$ cat src/inc/cpsf_pkg.sv
package cpsf_pkg;
  localparam logic [7:0] STATUS_ADDR_B0 = 8'h03;
  localparam logic [7:0] STATUS_ADDR_B1 = 8'h83;
  localparam logic [6:0] STATUS_LOW7 = 7'h03;
  localparam int BIT_IND_BANK = 7;
  localparam int BIT_DIR_HI = 6;
  localparam int BIT_DIR_LO = 5;
  localparam int BIT_EXPIRY = 4;
  localparam int BIT_SLEEP = 3;
  localparam int BIT_ZERO = 2;
  localparam int BIT_NIBBLE = 1;
  localparam int BIT_CARRY = 0;
  // Power-on value: banks 0, both reset-cause flags set
  localparam logic [7:0] POR_VALUE = 8'h18;
  // Flag-logic operation classes driven by the core decoder
  typedef enum logic [2:0] {
    CPSF_OP_NONE,
    CPSF_OP_ADD,
    CPSF_OP_SUB,
    CPSF_OP_LOGIC,
    CPSF_OP_CLEAR,
    CPSF_OP_ROT_LEFT,
    CPSF_OP_ROT_RIGHT
  } cpsf_op_e;
endpackage

$ cat src/cpsf_alu_flags.sv
`timescale 1ns/100ps
`default_nettype none
module cpsf_alu_flags
(
  // Operands and operation class
  input wire logic [7:0] a_i,
  input wire logic [7:0] b_i,
  input wire cpsf_pkg::cpsf_op_e op_i,
  input wire logic carry_in_i,
  // Result and flags
  output logic [7:0] result_o,
  output logic zero_o,
  output logic nibble_o,
  output logic carry_o,
  output logic upd_zero_o,
  output logic upd_nibble_o,
  output logic upd_carry_o
);
  logic [8:0] sum9;
  logic [4:0] sum5;
  logic [7:0] bop;
  logic is_add;
  logic is_sub;
  logic is_rl;
  logic is_rr;
  // Subtract by adding two's complement; carry then is not-borrow
  assign is_add = (op_i == cpsf_pkg::CPSF_OP_ADD);
  assign is_sub = (op_i == cpsf_pkg::CPSF_OP_SUB);
  assign is_rl = (op_i == cpsf_pkg::CPSF_OP_ROT_LEFT);
  assign is_rr = (op_i == cpsf_pkg::CPSF_OP_ROT_RIGHT);
  assign bop = is_sub ? ~b_i : b_i;
  assign sum9 = {1'b0, a_i} + {1'b0, bop} + {8'h00, is_sub};
  assign sum5 = {1'b0, a_i[3:0]} + {1'b0, bop[3:0]} + {4'h0, is_sub};
  assign nibble_o = sum5[4];
  assign carry_o = is_rl ? a_i[7] : (is_rr ? a_i[0] : sum9[8]);
  assign result_o = (is_add || is_sub) ? sum9[7:0] :
                    is_rl ? {a_i[6:0], carry_in_i} :
                    is_rr ? {carry_in_i, a_i[7:1]} :
                    (op_i == cpsf_pkg::CPSF_OP_CLEAR) ? 8'h00 : a_i;
  assign zero_o = (result_o == 8'h00);
  assign upd_nibble_o = is_add || is_sub;
  assign upd_carry_o = is_add || is_sub || is_rl || is_rr;
  assign upd_zero_o = is_add || is_sub ||
                      (op_i == cpsf_pkg::CPSF_OP_LOGIC) ||
                      (op_i == cpsf_pkg::CPSF_OP_CLEAR);
endmodule
`default_nettype wire

$ cat src/cpsf_status_reg.sv
`timescale 1ns/100ps
`default_nettype none
module cpsf_status_reg
(
  // Clock and reset
  input wire logic clk_i,
  input wire logic nrst_i,
  // Instruction execute port from the core
  input wire logic exec_i,
  input wire cpsf_pkg::cpsf_op_e op_i,
  input wire logic [7:0] opa_i,
  input wire logic [7:0] opb_i,
  input wire logic wr_en_i,
  input wire logic [7:0] wr_addr_i,
  input wire logic [7:0] rd_addr_i,
  // Core events
  input wire logic clrwdt_i,
  input wire logic sleep_i,
  input wire logic wdt_expire_i,
  // Readback and results
  output logic [7:0] status_o,
  output logic [7:0] rd_data_o,
  output logic rd_hit_o,
  output logic [7:0] result_o,
  output logic [8:0] indirect_base_o,
  output logic [7:0] direct_base_o
);
  logic [7:0] status_r;
  logic [7:0] status_nxt;
  logic [7:0] result_r;
  logic [7:0] rd_data_r;
  logic rd_hit_r;
  logic [7:0] alu_res;
  logic alu_z;
  logic alu_dc;
  logic alu_c;
  logic upd_z;
  logic upd_dc;
  logic upd_c;
  logic wr_hit;
  logic rd_hit;
  logic [7:0] sw_val;
  logic expiry_nxt;
  logic sleep_nxt;
  logic flag_op;
  logic [2:0] flag_wr;

  // Mirror decode: bank bit ignored so 03H and 83H share one register
  function automatic logic is_status(input logic [7:0] addr);
    is_status = (addr[6:0] == cpsf_pkg::STATUS_LOW7);
  endfunction

  cpsf_alu_flags cpsf_alu_flags_inst
  (
    .a_i(opa_i),
    .b_i(opb_i),
    .op_i(op_i),
    .carry_in_i(status_r[cpsf_pkg::BIT_CARRY]),
    .result_o(alu_res),
    .zero_o(alu_z),
    .nibble_o(alu_dc),
    .carry_o(alu_c),
    .upd_zero_o(upd_z),
    .upd_nibble_o(upd_dc),
    .upd_carry_o(upd_c)
  );

  // Address decode for writes and reads
  assign wr_hit = exec_i && wr_en_i && is_status(wr_addr_i);
  assign rd_hit = is_status(rd_addr_i);

  // Value software would store, before hardware masking
  assign sw_val = wr_hit ? alu_res : status_r;

  // Any flag-touching op blocks the write to all three flag bits;
  // otherwise a clear aimed here would wipe the carry flags
  assign flag_op = exec_i && (upd_z || upd_dc || upd_c);
  assign flag_wr = flag_op ? status_r[2:0] : sw_val[2:0];

  // Reset-cause flags: only core events move them
  assign expiry_nxt = wdt_expire_i ? 1'b0 :
                      (clrwdt_i || sleep_i) ? 1'b1 :
                      status_r[cpsf_pkg::BIT_EXPIRY];
  assign sleep_nxt = sleep_i ? 1'b0 :
                     clrwdt_i ? 1'b1 :
                     status_r[cpsf_pkg::BIT_SLEEP];

  // Bank bits from the write; flags from hardware win over the write
  assign status_nxt[7:5] = sw_val[7:5];
  assign status_nxt[cpsf_pkg::BIT_EXPIRY] = expiry_nxt;
  assign status_nxt[cpsf_pkg::BIT_SLEEP] = sleep_nxt;
  assign status_nxt[cpsf_pkg::BIT_ZERO] = (exec_i && upd_z) ? alu_z :
                                          flag_wr[cpsf_pkg::BIT_ZERO];
  assign status_nxt[cpsf_pkg::BIT_NIBBLE] = (exec_i && upd_dc) ? alu_dc :
                                    flag_wr[cpsf_pkg::BIT_NIBBLE];
  assign status_nxt[cpsf_pkg::BIT_CARRY] = (exec_i && upd_c) ? alu_c :
                                   flag_wr[cpsf_pkg::BIT_CARRY];

  // Status register; power-on value sets both reset-cause flags
  always_ff @(posedge clk_i or negedge nrst_i)
  begin
    if (!nrst_i)
      status_r <= cpsf_pkg::POR_VALUE;
    else
      status_r <= status_nxt;
  end

  // Registered readback and result so outputs come from flops
  always_ff @(posedge clk_i or negedge nrst_i)
  begin
    if (!nrst_i)
    begin
      rd_data_r <= 8'h00;
      rd_hit_r <= 1'b0;
      result_r <= 8'h00;
    end
    else
    begin
      rd_data_r <= rd_hit ? status_nxt : 8'h00;
      rd_hit_r <= rd_hit;
      result_r <= exec_i ? alu_res : result_r;
    end
  end

  assign status_o = status_r;
  assign rd_data_o = rd_data_r;
  assign rd_hit_o = rd_hit_r;
  assign result_o = result_r;
  // Bank bases straight from the status flops
  assign indirect_base_o = {status_r[cpsf_pkg::BIT_IND_BANK], 8'h00};
  assign direct_base_o = {status_r[cpsf_pkg::BIT_DIR_LO], 7'h00};
endmodule
`default_nettype wire

$ cat config.mk
export PLATFORM = sky130hd
export DESIGN_NAME = cpsf_status_reg
export DESIGN_NICKNAME = d
export VERILOG_FILES = /design/src/inc/cpsf_pkg.sv /design/src/cpsf_alu_flags.sv /design/src/cpsf_status_reg.sv
export SDC_FILE = /design/constraint.sdc
export NUM_CORES = 1
export LEC_CHECK = 0
export BUFFER_PORTS_ARGS = -buffer_cell sky130_fd_sc_hd__buf_2
export CAP_MARGIN = 20
export CORE_ASPECT_RATIO = 0.7
export CORE_MARGIN = 5
export CORE_UTILIZATION = 45
export DETAILED_ROUTE_END_ITERATION = 8
export GPL_TIMING_DRIVEN = 1
export PLACE_DENSITY = 0.78
export SYNTH_ARGS = -nofsm -noshare
export SYNTH_HDL_FRONTEND = slang
export SYNTH_SLANG_ARGS = --single-unit
$ cat constraint.sdc
create_clock -name clk_i -period 4.2 [get_ports clk_i]
set_input_delay 1.26 -clock clk_i [delete_from_list [all_inputs] [get_ports clk_i]]
set_output_delay 1.26 -clock clk_i [all_outputs]
set_load 0.02 [all_outputs]
==> results of run 1 <==
stage by stage:
step	util [%]	power, uW	setup slack, ns	area [um^2]	hold slack, ns
2_1_floorplan	-	467	0.376	2070	0.552
3_3_place_gp	53.1	535	0.209	2310	0.490
3_5_place_dp	53.1	539	0.204	2310	0.496
4_1_cts	54.2	681	0.490	2360	0.516
5_1_grt	54.2	724	0.303	2360	0.541
6_report	54.2	678	0.464	2360	0.513
state kept, by name, indices dropped and copies added, names as in the netlist:
| register | count |
|---|---|
| rd_data_o | 8 |
| result_o | 8 |
| status_o | 8 |
| rd_hit_o | 1 |
Yosys cell counts, drive strengths merged (3+ instances only):
master and instances:
xnor2 9, nand2b 4, nor2b 4, nand3 5, inv 6, nand4 3, a21o 3, ha 9
o21a 3, nand2 13, or3 3, nor2 20, dfrtp 23, a311oi 3, o21ai 10, mux2 4
nor4 3, and2 7, buf 22, nor3 4, a21oi 17, and3 8, clkbuf 8
critical path, delay by kind of cell:
family	cells	cell delay [ns]
AND/OR/NAND/NOR	4	1.15
adder cells (fa/ha/maj)	1	0.46
AO/OA/AOI/OAI	2	0.44
multiplexers	1	0.27
XOR/XNOR	1	0.21
buffers and inverters	1	0.10
per-layer routing:
layer | up-vias | share of wire (%)
met2 | 79 | 44
met3 | 4 | 9.2
met1 | 871 | 46
met4 | 0 | 0.77
met5 | - | 0
li1 | 931 | -
power groups by stage:
stage | registers, uW | logic, uW | clock network, uW
2_1_floorplan | 300 | 167 | 0
3_3_place_gp | 277 | 258 | 0
3_5_place_dp | 278 | 261 | 0
4_1_cts | 273 | 262 | 146
5_1_grt | 277 | 291 | 157
6_report | 273 | 263 | 141
cell type report:
type                    count  area, um^2  share of cell area (%)
flip-flops and latches     25         628                    26.6
clock inverters             1        7.51                   0.318
multi-input cells         184        1220                    51.9
clock buffers               3        41.3                    1.75
well taps                  55        68.8                    2.91
inverters                   6        22.5                   0.954
repair buffers             71         368                    15.6
kinds of logic (layout without fill, tap and decap cells):
| group | count (synthesis) | after routing | synth area share, % |
|---|---|---|---|
| muxes | 7 | 7 | 4.95 |
| and+or+nand+nor | 83 | 83 | 22.0 |
| buffers and inverters | 36 | 81 | 11.0 |
| other | 1 | 15 | 0.185 |
| xor gates and xnor gates | 11 | 11 | 4.77 |
| adders and majority gates | 10 | 10 | 6.56 |
| AOI/OAI and AO/OA | 58 | 58 | 19.6 |
| DFF | 25 | 25 | 31.1 |
worst max-delay path by stage:
| stage | slack (ns) | to | startpoint | cells after the start |
|---|---|---|---|---|
| after floorplan | 0.38 | rd_data_o[2] | op_i[0] | 11 |
| after global placement | 0.21 | rd_data_o[2] | op_i[0] | 10 |
| after detailed placement | 0.20 | rd_data_o[6] | op_i[0] | 10 |
| after CTS | 0.49 | rd_data_o[6] | op_i[0] | 10 |
| after global routing | 0.30 | rd_data_o[2] | op_i[0] | 10 |
| final | 0.46 | rd_data_o[6] | op_i[0] | 10 |
==> key figures, run 1 <==
Clocking
  – H-Tree Depth: 1
  – Total clock sinks: 25
  – Clock latency on the worst-skew pair: 0.26 ns
  – TritonCTS buffer count: 3
  – Cts-stage hold buffer count: 0
  – Clock tree buffer depth: 2
  – CTS tree: yes
  – Cts repair resizes: 0
  – Clk root buf: clkbuf_8
  – Post-CTS setup buffers: 0
  – Reg clk slew, reported paths: 0.09 ns

Min path
  – WHS Endpoint: result_o[0]
  – Worst Hold Class: register to register
  – Hold path depth: 1
  – Hold path start: result_o[0]

Logic synthesis
  – Sequential fraction of the synthesis area: 31.1%
  – Gate Count Post-Synth: 231
  – Synth top area share: 28.5%
  – Ys flop type: dfrtp_1
  – Synthesized cell area: 2020 um^2
  – Ys Warns: 0
  – #FFs+latches synth: 25
  – Synth Area per Inst: 8.75 um^2
  – Post-synthesis async set-or-reset flop share: 100%
  – Synth cell types: 54
  – Ranking of synthesized cells by area: dfrtp_1 28%, buf_4 7.1%, ha_1 5.6%
  – Largest area contributor in the netlist: dfrtp_1
  – Post-synth EDFFs: 0

Critical path
  – WP data required: 4.36 ns
  – R2r setup slk: 2.41 ns
  – Startpoint types: primary input
  – Max incr delay on CP: 0.47 ns
  – Worst Reg-to-Reg Cells: 6
  – Critical Path Fanout Max: 4
  – CP endpoint kind: register
  – Worst path slowest cell: or3b_1
  – Worst R2R Start: status_o[0]
  – Setup CP Type: primary input to register
  – Critical Path, Cell by Cell: buf_2 > or3b_1 > xnor2_1 > fa_1 > a21oi_1 > o211ai_1 > or3_1 > and2_1 > mux2_2 > and2_1
  – CP most frequent cell: and2_1
  – Worst path arrival time: 3.90 ns
  – Reg-to-reg endpoint: rd_data_o[2]

STA
  – Max_slew headroom: 54.8%
  – Max-slew violations: 0
  – RSZ-0062 raised after global routing: no
  – Hold Fails Final Rpt: 0
  – Final setup viols: 0
  – Setup_tns: 0 ns
  – Fin crit period: 3.74 ns
  – Fmax: 268 MHz
  – Clock Skew: 0.00351 ns
  – Tcrit/Tclk final: 88.9%
  – Measured slew at the worst slew-check pin: 0.669 ns

Layout
  – Diode count: 0
  – Commonest non-fill, non-tap cell in the layout: buf_2
  – Area grow syn2layout: 16.8%
  – Share of layout cells above drive strength 1: 30.0%
  – FILL cells: 414
  – Post-layout nets: 343
  – Non-Filler Instances: 345
  – Most frequent cells in the layout: 66 x buf_2, 23 x dfrtp_1, 20 x nor2_1

Floorplanning
  – Cell Rows: 20
  – Die width: 90.1 um
  – # IOs: 84
  – Core area: 4350 um^2
  – Die ar.: 5950 um^2
  – Initial Util: 46.4%
  – Die height: 66.1 um

Detailed routing
  – Residual DRC: 0
  – Final ANT Viol Nets: 0
  – DR pass1 iterations: 4
  – Average routed wire per standard cell: 14.7 um
  – Via/cell ratio: 5.46
  – DR iter-0 viols: 154
  – Detailed Route WL: 5.08 mm
  – DR vias: 1885

Power
  – Comb power frac: 38.9%
  – Power Density: 287 nW/um^2
  – Lkg Pwr: 0.00117 uW
  – Sequential share of power: 40.3%
  – Max VDD drop: 162 uV
  – Clock Power Share: 20.8%
  – Switch Pwr: 246 uW
  – Switching Share: 36.4%
  – Pint: 431 uW

Global routing
  – Initial antenna violation count: 0
  – Most used routing layer: met2
  – Met3 global-route usage: 5.12%
  – Met2 usage: 24.5%
  – GRT Total Usage: 16.6%
  – M1 GR Usage: 24.2%
  – Final global-route overflow total: 0
  – First-pass GRT wire length: 8.14 mm
  – Largest net degree at the start of global routing: 29
  – Number of global-route vias before repair: 1711

Place
  – Global placer's final weighted congestion: 0.878
  – HPWL Detailed: 4.14 mm
  – IO buf count: 66
  – Dpl cells: 341

Flow run
  – Max-cap violations: 0

Run status
  – Status: finished, final reports clean
(Power assumes the default switching activity.)
==> run 2: changes to the inputs <==
- CORE_ASPECT_RATIO: 0.7 -> 1.1
- CORE_UTILIZATION: 45 -> 44
- PLACE_DENSITY: 0.78 -> 0.79
- SKIP_CTS_REPAIR_TIMING: unset -> 1
- clock period: 4.2 -> 3.1 ns (I/O delays scaled with it)
==> key figures, run 2 (synthesis gave the netlist of run 1 again) <==
Critical path
  – Setup CP Type: primary input to register
  – Startpoint types: primary input
  – Cell family with most CP delay: simple AND/OR/NAND/NOR gates
  – WP data required: 3.27 ns (-1.09 ns)
  – Critical Path, Cell by Cell: buf_6 > or3b_4 > xnor2_2 > ha_1 > nand2_1 > o311a_1 > or4_1 > and3_4 > a41o_1 > and2_4
  – Critical Path Source: op_i[0]
  – Max incr delay on CP: 0.47 ns (about the same)
  – Worst R2R Start: status_o[0]
  – Worst path arrival time: 3.46 ns (-0.44 ns)
  – CP endpoint kind: register
  – WP buf/inv: 1 (unchanged)
  – Worst path slowest cell: or3b_4
  – Critical Path Fanout Max: 4 (unchanged)

Power
  – Lkg Pwr: 0.00138 uW (+17%)
  – Sequential share of power: 35.2% (-5.1 points)
  – Max VDD drop: 249 uV (+54%)
  – Pint: 669 uW (+55%)
  – Comb power frac: 46.4% (+7.5 points)
  – Power Total: 1050 uW (+55%)
  – Switch Pwr: 379 uW (+54%)
  – Switching Share: 36.2% (-0.19 points)
  – Power Density: 374 nW/um^2 (+30%)
  – Clock Power Share: 18.4% (-2.4 points)

Detailed routing
  – Final ANT Viol Nets: 0 (unchanged)
  – DR vias: 2060 (+9.3%)
  – DR pass1 iterations: 4 (unchanged)
  – Residual DRC: 0 (unchanged)
  – Via/cell ratio: 5.52 (+1.1%)
  – Detailed Route WL: 5.90 mm (+16%)
  – Average routed wire per standard cell: 15.8 um (+7.5%)
  – DR iter-0 viols: 169 (+9.7%)

Place
  – IO buf count: 66 (unchanged)
  – HPWL Detailed: 4.26 mm (+3.0%)
  – Global placer's final weighted congestion: 0.847 (-3.5%)
  – Cell Area, Placed: 2460 um^2 (+6.2%)
  – Dpl cells: 358 (+5.0%)

Min path
  – Worst Hold Class: register to register
  – Hold path start: result_o[0]

STA
  – Setup_tns: -0.810 ns (-0.810 ns)
  – Fmax: 304 MHz
  – Measured slew at the worst slew-check pin: 0.673 ns (+0.00427 ns)
  – Setup ws final: -0.189 ns (-0.653 ns)
  – Clock Skew: 0.00644 ns (+0.00293 ns)
  – Hold Fails Final Rpt: 0 (unchanged)
  – Tcrit/Tclk final: 106%
  – Max_slew headroom: 55.0% (+0.12 points)
  – Fin crit period: 3.29 ns
  – RSZ-0062 raised after global routing: yes
  – Final setup viols: 6 (+6)
  – Max-slew violations: 0 (unchanged)

Floorplanning
  – Initial Util: 46.2% (-0.27 points)
  – Die width: 74.6 um (-17%)
  – Die ar.: 6050 um^2 (+1.6%)
  – Core area: 4380 um^2 (+0.57%)
  – # IOs: 84 (unchanged)
  – Die height: 81.1 um (+23%)
  – Cell Rows: 25 (+25%)

Global routing
  – GRT Total Usage: 17.7% (+1.1 points)
  – Largest net degree at the start of global routing: 29 (unchanged)
  – Final global-route overflow total: 0 (unchanged)
  – Initial antenna violation count: 0 (unchanged)
  – Number of global-route vias before repair: 1832 (+7.1%)
  – First-pass GRT wire length: 8.50 mm (+4.4%)

Clocking
  – Total clock sinks: 25 (unchanged)
  – H-Tree Depth: 1 (unchanged)
  – CTS tree: yes
  – Reg clk slew, reported paths: 0.09 ns (about the same)
  – TritonCTS buffer count: 3 (unchanged)
  – Clk root buf: clkbuf_8
  – Clock tree buffer depth: 2 (unchanged)
  – Clock latency on the worst-skew pair: 0.27 ns (about the same)

Layout
  – Fin area: 2800 um^2 (+19%)
  – Diode count: 0 (unchanged)
  – FILL cells: 365 (-12%)
  – Non-Filler Instances: 373 (+8.1%)
  – Register area: 628 um^2 (unchanged)
  – Area of the multi-input gates: 1430 um^2 (+17%)
  – Final core occ: 64.0% (+9.8 points)
  – Share of layout cells above drive strength 1: 45.8% (+16 points)
  – Post-layout nets: 372 (+8.5%)
  – Area grow syn2layout: 38.6%
  – Most frequent cells in the layout: 65 x buf_2, 32 x buf_4, 23 x dfrtp_1
  – Commonest non-fill, non-tap cell in the layout: buf_2

Flow run
  – Max-cap violations: 0 (unchanged)

Run status
  – Status: complete, but fails checks
  – Failing checks: negative setup slack
## run 2: final cells by class
cell class              count  share of cell area (%)
clock inverters             1                   0.268
clock buffers               3                    1.47
flip-flops and latches     25                    22.4
inverters                   6                   0.804
repair buffers            100                    21.5
well taps                  54                    2.41
multi-input cells         184                    51.1
## run 2: final timing paths
| kind | endpoint | slack [ns] | cells after the start |
|---|---|---|---|
| worst max-delay path | rd_data_o[2] | -0.19 | 10 |
| worst min-delay path | result_o[0] | 0.51 | 1 |
| max in group asynchronous | status_o[3] | 2.10 | 1 |
| min in group asynchronous | rd_data_o[5] | 0.63 | 1 |
| worst min register to register | result_o[0] | 0.51 | 1 |
| worst max register to register | rd_data_o[2] | 1.30 | 6 |
## run 2: power by group through the flow
| stage | sequential [uW] | combinational (uW) | clock [uW] |
|---|---|---|---|
| after floorplan | 407 | 228 | 0 |
| after global placement | 375 | 391 | 0 |
| after detailed placement | 376 | 398 | 0 |
| after CTS | 370 | 399 | 199 |
| after global routing | 374 | 524 | 215 |
| final | 369 | 487 | 193 |
## run 2: layer usage
layer  global-route usage, %  up-vias  share of wire (%)
met3                    3.09       21                7.2
met2                    30.4       93                 52
met4                    4.80        0                2.7
met1                    22.8      962                 38
met5                       0        -                  0
li1                        -      984                  -
## run 2: metrics by stage
step / setup WS [ns] / hold slack [ns]
2_1_floorplan: -0.314 / 0.552
3_3_place_gp: -0.498 / 0.489
3_5_place_dp: -0.571 / 0.493
4_1_cts: -0.278 / 0.514
5_1_grt: -0.256 / 0.550
6_report: -0.189 / 0.510
